`config.mk`:
```
export PLATFORM = sky130hd
export DESIGN_NAME = nvbc_top
export DESIGN_NICKNAME = d
export VERILOG_FILES = /design/src/rtl/nvbc_pkg.sv /design/src/rtl/nvbc_nvm_store.sv /design/src/rtl/nvbc_top.sv
export SDC_FILE = /design/constraint.sdc
export NUM_CORES = 1
export LEC_CHECK = 0
export ABC_CLOCK_PERIOD_IN_PS = 6620
export BUFFER_PORTS_ARGS = -buffer_cell sky130_fd_sc_hd__clkbuf_2
export CAP_MARGIN = 20
export CORE_MARGIN = 1.5
export CORE_UTILIZATION = 35
export DETAILED_ROUTE_END_ITERATION = 10
export MAX_ROUTING_LAYER = met4
export SLEW_MARGIN = 20
export SYNTH_ARGS = -nofsm -noshare
export SYNTH_HDL_FRONTEND = slang
export SYNTH_HIERARCHICAL = 1
export SYNTH_SLANG_ARGS = --single-unit
```
`constraint.sdc`:
```
create_clock -name CLK -period 6.62 [get_ports CLK]
set_input_delay 1.324 -clock CLK [delete_from_list [all_inputs] [get_ports CLK]]
set_output_delay 1.324 -clock CLK [all_outputs]
set_load 0.02 [all_outputs]
```
`src/rtl/nvbc_pkg.sv`:
```
// Constants and types shared by the bank burn control block
package nvbc_pkg;
   // Register addresses (page in the high byte, offset in the low byte)
   localparam logic [15:0] ADDR_CUR_BANK  = 16'h00e2;
   localparam logic [15:0] ADDR_BURN_CMD  = 16'h00e3;
   localparam logic [15:0] ADDR_RELOAD    = 16'h00e4;
   localparam logic [15:0] ADDR_HARD_RST  = 16'h001e;
   localparam logic [15:0] ADDR_TAG_FIRST = 16'h026b;
   localparam logic [15:0] ADDR_TAG_LAST  = 16'h0272;
   localparam logic [7:0]  OFFS_READY     = 8'hfe;
   // Field positions and command values
   localparam int          RELOAD_BIT     = 0;
   localparam int          HARD_RST_BIT   = 1;
   localparam logic [7:0]  BURN_KEY       = 8'hc7;
   localparam logic [7:0]  READY_IDLE     = 8'h0f;
   localparam logic [7:0]  READY_BUSY     = 8'h00;
   localparam logic [7:0]  RD_NONE        = 8'h00;
   // Current bank codes by number of burned user banks
   localparam logic [7:0]  BANK_FACTORY   = 8'h03;
   localparam logic [7:0]  BANK_ONE       = 8'h0f;
   localparam logic [7:0]  BANK_TWO       = 8'h3f;
   localparam logic [1:0]  USER_BANKS     = 2'h2;
   // Configuration image: eight bytes, user tag bytes
   localparam int          CFG_BYTES      = 8;
   localparam logic [2:0]  CFG_LAST       = 3'h7;
   // Settle time after a burn or download
   localparam int          CLK_MHZ        = 125;
   localparam int          SETTLE_NS      = 200;
   localparam int          SETTLE_CYC     = (SETTLE_NS * CLK_MHZ + 999) / 1000;
   localparam logic [7:0]  SETTLE_LAST    = 8'(SETTLE_CYC - 1);

   typedef enum logic [1:0] {ST_LOAD, ST_IDLE, ST_BURN, ST_SETTLE} nvbc_state_e;

   // Top-level state
   typedef struct packed {
      nvbc_state_e     st;
      logic [2:0]      idx;
      logic [7:0]      wait_cnt;
      logic [7:0][7:0] cfg;
      logic [7:0]      bank_code;
      logic [7:0]      rdata;
      logic            rvalid;
      logic [2:0]      pin_sync;
      logic            pin_level;
   } nvbc_top_s;

   // Storage state: two user banks and the burned-bank count
   typedef struct packed {
      logic [1:0][7:0][7:0] user;
      logic [1:0]           used;
   } nvbc_store_s;
endpackage

```
`src/rtl/nvbc_nvm_store.sv`:
```
// One-time storage: fixed factory bank and two user banks
`timescale 1ns/100ps
module nvbc_nvm_store (
   input  wire logic       clk,        // System clock
   input  wire logic       rst_n,      // Synchronised reset, active low
   input  wire logic       wr_en,      // Write a byte into the next free bank
   input  wire logic [2:0] wr_idx,     // Byte index of the write
   input  wire logic [7:0] wr_data,    // Byte to store
   input  wire logic       burn_done,  // Marks the free bank as burned
   input  wire logic [2:0] rd_idx,     // Byte index to read
   output logic      [7:0] rd_data,    // Byte of the newest burned bank
   output logic      [1:0] used_cnt    // Number of burned user banks
);
   // Factory image, fixed; values arbitrary
   localparam logic [7:0][7:0] FACTORY_IMG = 64'h0706050403020100;

   nvbc_pkg::nvbc_store_s q;
   nvbc_pkg::nvbc_store_s n;

   // Burn into the free bank; counter stops at the bank limit
   always_comb begin
      n = q;
      if (wr_en && q.used < nvbc_pkg::USER_BANKS) begin
         n.user[q.used[0]][wr_idx] = wr_data;
      end
      if (burn_done && q.used < nvbc_pkg::USER_BANKS) begin
         n.used = q.used + 2'h1;
      end
   end

   always_ff @(posedge clk or negedge rst_n) begin
      if (!rst_n) begin
         q <= '0;
      end else begin
         q <= n;
      end
   end

   // Read the newest bank, factory bank when nothing is burned
   always_comb begin
      if (q.used == 2'h0) begin
         rd_data = FACTORY_IMG[rd_idx];
      end else begin
         rd_data = q.user[q.used[1] ? 1 : 0][rd_idx];
      end
   end
   assign used_cnt = q.used;

   chk_bank_limit: assert property (@(posedge clk) disable iff (!rst_n)
      q.used <= nvbc_pkg::USER_BANKS) else $error("more than two user banks burned");
   chk_factory_fixed: assert property (@(posedge clk) disable iff (!rst_n)
      q.used == 2'h0 |-> rd_data == FACTORY_IMG[rd_idx]) else $error("factory bank changed");
endmodule

```
`src/rtl/nvbc_top.sv`:
```
// Burn, reload and ready reporting for the user storage banks
`timescale 1ns/100ps
// Behaviour
// - There is one factory bank and two user banks, so at most two burns succeed.
// - The factory bank contents are constant and never written.
// - The current bank value reads 3 unburned, 15 after one burn, 63 after two, from the next download after the burn on.
// - The current bank value is read from its own 8-bit register.
// - A burn starts only when 0xC7 is written to the burn command register.
// - A burn copies the configuration registers into the next free user bank.
// - The ready register reads 0x0F once commands are accepted again.
// - The ready register answers at offset 0xFE on every page.
// - Writing 1 to the reload bit copies the stored bank back into the registers.
// - A hard reset from pin, register bit or power-on also reloads stored contents.
// - The hard reset bit restores every register from storage like a power cycle.
module nvbc_top (
   input  wire logic        CLK,          // 125 MHz clock
   input  wire logic        RESETN,       // Power-on reset, active low
   input  wire logic        FULL_RESET_N, // Hard reset pin, active low
   input  wire logic [15:0] REG_ADDR,     // Register address, page in high byte
   input  wire logic        REG_WR,       // Write strobe
   input  wire logic        REG_RD,       // Read strobe
   input  wire logic [7:0]  REG_WDATA,    // Write data
   output logic      [7:0]  REG_RDATA,    // Read data, registered
   output logic             REG_RVALID,   // Read data valid pulse
   output logic             BUSY          // Burn or download in progress
);
   logic                rst_meta_ff;
   logic                rst_n_ff;
   nvbc_pkg::nvbc_top_s q;
   nvbc_pkg::nvbc_top_s n;
   logic [7:0]          rd_byte;
   logic [1:0]          used_cnt;
   logic                busy;
   logic                wr_ok;
   logic [15:0]         tag_off;

   // Ready register answers on every page
   function automatic logic is_ready(input logic [15:0] a);
      return a[7:0] == nvbc_pkg::OFFS_READY;
   endfunction

   // Bank code from the number of burned banks
   function automatic logic [7:0] bank_code(input logic [1:0] used);
      if (used == 2'h0) begin
         return nvbc_pkg::BANK_FACTORY;
      end else if (used == 2'h1) begin
         return nvbc_pkg::BANK_ONE;
      end else begin
         return nvbc_pkg::BANK_TWO;
      end
   endfunction

   // Reset release through two flip-flops
   always_ff @(posedge CLK or negedge RESETN) begin
      if (!RESETN) begin
         rst_meta_ff <= 1'b0;
         rst_n_ff    <= 1'b0;
      end else begin
         rst_meta_ff <= 1'b1;
         rst_n_ff    <= rst_meta_ff;
      end
   end

   assign busy    = q.st != nvbc_pkg::ST_IDLE;
   assign wr_ok   = REG_WR && !busy;
   assign tag_off = REG_ADDR - nvbc_pkg::ADDR_TAG_FIRST;

   nvbc_nvm_store u_store (
      .clk       (CLK),
      .rst_n     (rst_n_ff),
      .wr_en     (q.st == nvbc_pkg::ST_BURN),
      .wr_idx    (q.idx),
      .wr_data   (q.cfg[q.idx]),
      .burn_done (q.st == nvbc_pkg::ST_BURN && q.idx == nvbc_pkg::CFG_LAST),
      .rd_idx    (q.idx),
      .rd_data   (rd_byte),
      .used_cnt  (used_cnt)
   );

   // Register access, sequencer and hard reset pin filter
   always_comb begin
      n          = q;
      n.rvalid   = REG_RD;
      n.pin_sync = {q.pin_sync[1:0], FULL_RESET_N};
      if (q.pin_sync[1] == q.pin_sync[2]) begin
         n.pin_level = q.pin_sync[2];
      end
      // Read decode
      if (REG_RD) begin
         if (is_ready(REG_ADDR)) begin
            n.rdata = busy ? nvbc_pkg::READY_BUSY : nvbc_pkg::READY_IDLE;
         end else if (busy) begin
            n.rdata = nvbc_pkg::RD_NONE;
         end else if (REG_ADDR == nvbc_pkg::ADDR_CUR_BANK) begin
            n.rdata = q.bank_code;
         end else if (REG_ADDR == nvbc_pkg::ADDR_RELOAD) begin
            n.rdata = nvbc_pkg::RD_NONE;
         end else if (REG_ADDR >= nvbc_pkg::ADDR_TAG_FIRST
                      && REG_ADDR <= nvbc_pkg::ADDR_TAG_LAST) begin
            n.rdata = q.cfg[tag_off[2:0]];
         end else begin
            n.rdata = nvbc_pkg::RD_NONE;
         end
      end
      // Sequencer
      case (q.st)
         nvbc_pkg::ST_LOAD: begin
            n.cfg[q.idx] = rd_byte;
            n.idx        = q.idx + 3'h1;
            if (q.idx == nvbc_pkg::CFG_LAST) begin
               n.bank_code = bank_code(used_cnt);
               n.wait_cnt  = '0;
               n.st        = nvbc_pkg::ST_SETTLE;
            end
         end
         nvbc_pkg::ST_BURN: begin
            n.idx = q.idx + 3'h1;
            if (q.idx == nvbc_pkg::CFG_LAST) begin
               n.wait_cnt = '0;
               n.st       = nvbc_pkg::ST_SETTLE;
            end
         end
         nvbc_pkg::ST_SETTLE: begin
            n.wait_cnt = q.wait_cnt + 8'h01;
            if (q.wait_cnt == nvbc_pkg::SETTLE_LAST) begin
               n.st = nvbc_pkg::ST_IDLE;
            end
         end
         default: begin
            if (wr_ok && REG_ADDR == nvbc_pkg::ADDR_BURN_CMD
                && REG_WDATA == nvbc_pkg::BURN_KEY
                && used_cnt < nvbc_pkg::USER_BANKS) begin
               n.idx = '0;
               n.st  = nvbc_pkg::ST_BURN;
            end else if (wr_ok && REG_ADDR == nvbc_pkg::ADDR_RELOAD
                         && REG_WDATA[nvbc_pkg::RELOAD_BIT]) begin
               n.idx = '0;
               n.st  = nvbc_pkg::ST_LOAD;
            end else if (wr_ok && REG_ADDR == nvbc_pkg::ADDR_HARD_RST
                         && REG_WDATA[nvbc_pkg::HARD_RST_BIT]) begin
               n.idx = '0;
               n.st  = nvbc_pkg::ST_LOAD;
            end else if (wr_ok && REG_ADDR >= nvbc_pkg::ADDR_TAG_FIRST
                         && REG_ADDR <= nvbc_pkg::ADDR_TAG_LAST) begin
               n.cfg[tag_off[2:0]] = REG_WDATA;
            end
         end
      endcase
      // Hard reset pin falling edge restarts the download from any state
      if (q.pin_level && !n.pin_level) begin
         n.idx = '0;
         n.st  = nvbc_pkg::ST_LOAD;
      end
   end

   // State register; power-on starts with a download
   always_ff @(posedge CLK or negedge rst_n_ff) begin
      if (!rst_n_ff) begin
         q           <= '0;
         q.st        <= nvbc_pkg::ST_LOAD;
         q.bank_code <= nvbc_pkg::BANK_FACTORY;
         q.pin_sync  <= 3'h7;
         q.pin_level <= 1'b1;
      end else begin
         q <= n;
      end
   end

   assign REG_RDATA  = q.rdata;
   assign REG_RVALID = q.rvalid;
   assign BUSY       = busy;

   chk_ready_busy: assert property (@(posedge CLK) disable iff (!rst_n_ff)
      REG_RD && is_ready(REG_ADDR) && busy |=> REG_RVALID && REG_RDATA != nvbc_pkg::READY_IDLE)
      else $error("ready code shown while busy");
   chk_ready_idle: assert property (@(posedge CLK) disable iff (!rst_n_ff)
      REG_RD && is_ready(REG_ADDR) && !busy |=> REG_RDATA == nvbc_pkg::READY_IDLE)
      else $error("ready code missing while idle");
   chk_burn_start: assert property (@(posedge CLK) disable iff (!rst_n_ff)
      q.st == nvbc_pkg::ST_IDLE && wr_ok && REG_ADDR == nvbc_pkg::ADDR_BURN_CMD
      && REG_WDATA == nvbc_pkg::BURN_KEY && used_cnt < nvbc_pkg::USER_BANKS
      && q.pin_level == n.pin_level |=> q.st == nvbc_pkg::ST_BURN && q.idx == 3'h0)
      else $error("burn key did not start a burn");
   chk_burn_bad_key: assert property (@(posedge CLK) disable iff (!rst_n_ff)
      $rose(q.st == nvbc_pkg::ST_BURN) |-> $past(REG_WDATA) == nvbc_pkg::BURN_KEY
      && $past(REG_ADDR) == nvbc_pkg::ADDR_BURN_CMD)
      else $error("burn started without the key");
   // A hard reset pin edge may cut a burn short, so that case is left out
   chk_burn_length: assert property (@(posedge CLK)
      disable iff (!rst_n_ff || !q.pin_level)
      $rose(q.st == nvbc_pkg::ST_BURN)
      |-> (q.st == nvbc_pkg::ST_BURN)[*8] ##1 q.st == nvbc_pkg::ST_SETTLE)
      else $error("burn did not copy eight bytes");
   chk_bank_code: assert property (@(posedge CLK) disable iff (!rst_n_ff)
      $rose(q.st == nvbc_pkg::ST_SETTLE) && $past(q.st) == nvbc_pkg::ST_LOAD
      |-> q.bank_code == bank_code(used_cnt))
      else $error("bank code does not match burned banks");
   chk_reload_start: assert property (@(posedge CLK) disable iff (!rst_n_ff)
      wr_ok && REG_ADDR == nvbc_pkg::ADDR_RELOAD && REG_WDATA[nvbc_pkg::RELOAD_BIT]
      |=> q.st == nvbc_pkg::ST_LOAD)
      else $error("reload bit did not start a download");
   chk_hard_bit: assert property (@(posedge CLK) disable iff (!rst_n_ff)
      wr_ok && REG_ADDR == nvbc_pkg::ADDR_HARD_RST && REG_WDATA[nvbc_pkg::HARD_RST_BIT]
      |=> q.st == nvbc_pkg::ST_LOAD)
      else $error("hard reset bit did not reload");
   chk_pin_reload: assert property (@(posedge CLK) disable iff (!rst_n_ff)
      $fell(q.pin_level) |-> q.st == nvbc_pkg::ST_LOAD && q.idx == 3'h0)
      else $error("hard reset pin did not reload");
   chk_load_ends: assert property (@(posedge CLK) disable iff (!rst_n_ff)
      $rose(q.st == nvbc_pkg::ST_LOAD) |-> ##[1:60] q.st == nvbc_pkg::ST_IDLE)
      else $error("download did not finish in time");
endmodule

```
==> qor.txt <==
sequential share of the synthesized area: 47.6%
Critical R2R Launch: q[93]$_DFFE_PN0P_
synth unique cells: 76
Total Routed Length: 31200 um
top post-synthesis cells by area: dfrtp_1, mux2_2, mux4_2
Setup Crit Path Kind: input pin to flop
maximum clock insertion buffer count: 3
power share of the clock group: 38.9%
Worst path max stage delay: 0.95 ns
critical path, cell by cell: clkbuf_2 > inv_1 > ha_1 > nand2b_1 > or3_1 > nor4_4 > nor2_1 > a21o_1
min-delay worst type: flop to flop
Net Count, Synth: 932
VDD IR-drop max: 0.183 mV
combinational share of power: 16.6%
Clock transition at path regs: 0.06 ns
met3 GRT Util: 3.44%
GRT Util Overall: 18.6%
DR iter-0 viols: 641
Sink Count: 224
unrepaired setup endpoints after global routing: false
yosys warns: 6
WP depth: 8
post-synth top area share: 46.7%
EDFF count, synth: 0
power share of the sequential group: 44.5%
Final setup viols: 0
R2R Setup Slk: 3.37 ns
CP endpoint: q[48]$_DFFE_PN0P_
Startpoint Class: input pin
Final min period: 4.37 ns
Routed Antenna Nets: 0
crit-path max FO: 25
Die Height: 186 um
Max H-tree Level: 1
f_max: 229 MHz
max-slew violations: 0
reg2reg path depth: 5
leakage power: 5.93 nW
Filler Cell Count: 3242
FF+latch area: 5620 um2
I/O pins: 39
outcome: complete, no violations
CP Launch Point: REG_ADDR[0]
Routability Congestion: 0.892
layout cells sized above 1: 35.4%
Die ar.: 34800 um2
M1 GR Usage: 25.5%
P per Cell Area: 260 nW/um2
sw power: 1.00 mW
number of remaining DRC errors: 0
footprint of the multi-input gates: 5810 um2
Gate Count Post-Synth: 895
Max Clock Skew: 0.00950 ns
post-CTS setup repair buffer count: 0
Clock Tree Root: clkbuf_16
area growth from synthesis to layout: 11.3%
switching share of power: 29.4%
mapped cell area: 11800 um2
CP endpoint kind: flop
worst-skew pair later-pin latency: 0.53 ns
most common cell in the netlist: dfrtp_1
Pwr Total: 3.42 mW
data required time of the worst path: 7.03 ns
cell taking the most area after synthesis: dfrtp_1
Max-slew headroom: 28.1%
Final Hold Vio Count: 0
Antenna Cells: 0
Max-Cap Viols: 0
gr ovfl total: 0
WL/cell: 22.7 um
internal power: 2.41 mW
TritonRoute pass-1 iters: 5
Placement Rows: 67
Main synth FF type: dfrtp_1
cts hold-fix bufs: 0
CTS Buf Count: 25
Vias: 7886
Worst path top cell family by delay: simple AND/OR/NAND/NOR gates
Least-Margin Pin Slew: 1.08 ns
setup TNS: 0 ns
WP data arrival: 4.78 ns
Initial Utilization: 35.3%
most used routing layer: met2
CTS tree: built
ys async rst share: 100%
largest net degree at the start of global routing: 86
Tcrit/Tclk final: 66.0%
post-synthesis register bit count: 224
IO Port Bufs: 38
Worst Path Buf+Inv: 2
HPWL Detailed: 20700 um
core footprint: 33400 um2
first-pass GRT wire length: 49000 um
vias in the first global route: 7974
Syn Area/Cell: 13.2 um2
Commonest cells post-synth: dfrtp_1, mux2_2, mux4_2
CP max-delay cell: ha_1
GR Layer Usage met2: 27.6%
post-cts resize count: 0
Vias/cell: 5.75
worst flop-to-flop path endpoint: q[79]$_DFFE_PN0P_
initial antenna violation count: 0
Layout Nets: 943
chip width: 186 um
[flip-flops by register name, summed over array words and instances, names as in the netlist]
signal / cells
REG_RDATA: 8
q: 81
n: 2
rst_n_ff: 1
REG_RVALID: 1
rst_meta_ff: 1
u_store/q: 128
u_store/used_cnt: 2
[worst reg2reg max path, delay by kind of cell (launching register included)]
family | cells | cell delay (ns)
compound gates | 2 | 0.82
buf+inv | 1 | 0.59
flops | 1 | 0.82
simple gates | 2 | 0.92
[routing by layer]
metal | vias up | wire (um)
met1 | 4113 | 14100
li1 | 3443 | -
met2 | 264 | 14100
met5 | - | 0
met3 | 66 | 1810
met4 | 0 | 1240
[stage by stage]
step | std cells | setup slack [ns] | hold WS, ns | instance area, um2 | util [%]
after detailed placement | 1326 | 1.81 | 0.343 | 12300 | 36.9
after global routing | 1372 | 2.09 | 0.357 | 13100 | 39.3
after floorplan | 895 | 2.94 | 0.331 | 11800 | -
after CTS | 1371 | 2.36 | 0.356 | 13100 | 39.2
after global placement | 1326 | 1.91 | 0.340 | 12300 | 36.9
final | 1372 | 2.25 | 0.353 | 13100 | 39.3
[how the worst min path moves through the flow]
stage                          start                 end  slack, ns  depth (start not counted)
2_1_floorplan  rst_meta_ff$_DFF_PN0_  rst_n_ff$_DFF_PN0_       0.33                          0
5_1_grt        rst_meta_ff$_DFF_PN0_  rst_n_ff$_DFF_PN0_       0.36                          0
6_report       rst_meta_ff$_DFF_PN0_  rst_n_ff$_DFF_PN0_       0.35                          0
4_1_cts        rst_meta_ff$_DFF_PN0_  rst_n_ff$_DFF_PN0_       0.36                          0
3_5_place_dp   rst_meta_ff$_DFF_PN0_  rst_n_ff$_DFF_PN0_       0.34                          0
3_3_place_gp   rst_meta_ff$_DFF_PN0_  rst_n_ff$_DFF_PN0_       0.34                          0
[layout make-up]
class                   count  area share (%)
multi-input cells         592            44.3
repair buffers             50            2.23
clock buffers              42            5.79
flip-flops and latches    224            42.9
well taps                 448            4.27
clock inverters             3           0.172
inverters                  13           0.372
[power by group through the flow]
stage	logic, mW	registers (mW)	clock network (mW)
2_1_floorplan	0.424	1.51	0
3_3_place_gp	0.550	1.55	0
3_5_place_dp	0.559	1.55	0
4_1_cts	0.560	1.52	1.37
5_1_grt	0.612	1.53	1.42
6_report	0.567	1.52	1.33
[placed cells by master (no fill, tap or decap), types with 3 or more instances in the layout]
master	instances
mux2i_1	25
mux2_4	8
nor3_1	11
o31ai_1	4
a21o_1	7
a22oi_1	10
and2_1	46
dfstp_2	4
dfrtp_1	215
o21ai_0	24
and2_0	6
a221o_1	41
clkbuf_2	38
inv_1	12
buf_4	11
nor3_4	3
clkbuf_16	25
or2_2	4
and3_1	4
o22ai_1	6
nor2b_1	8
or3_1	3
a22o_1	8
nand2b_1	5
mux4_2	56
a31oi_1	3
a21oi_1	10
clkbuf_8	7
nor2_1	22
mux2_2	138
dfrtp_2	4
ha_1	8
clkbuf_1	10
a32o_1	9
o2bb2ai_1	10
o221ai_1	6
nand3_1	9
nand2_1	48
[cells by family after synthesis]
family / after synthesis / synth area share, %
other: 1 / 0.0318
and+or+nand+nor: 198 / 10.4
AOI/OAI and AO/OA: 153 / 10.4
DFF: 224 / 47.6
xor gates and xnor gates: 4 / 0.297
buffers and inverters: 79 / 3.19
adders and majority gates: 9 / 0.935
muxes: 227 / 27.0
Power figures use the tool's default switching activity.
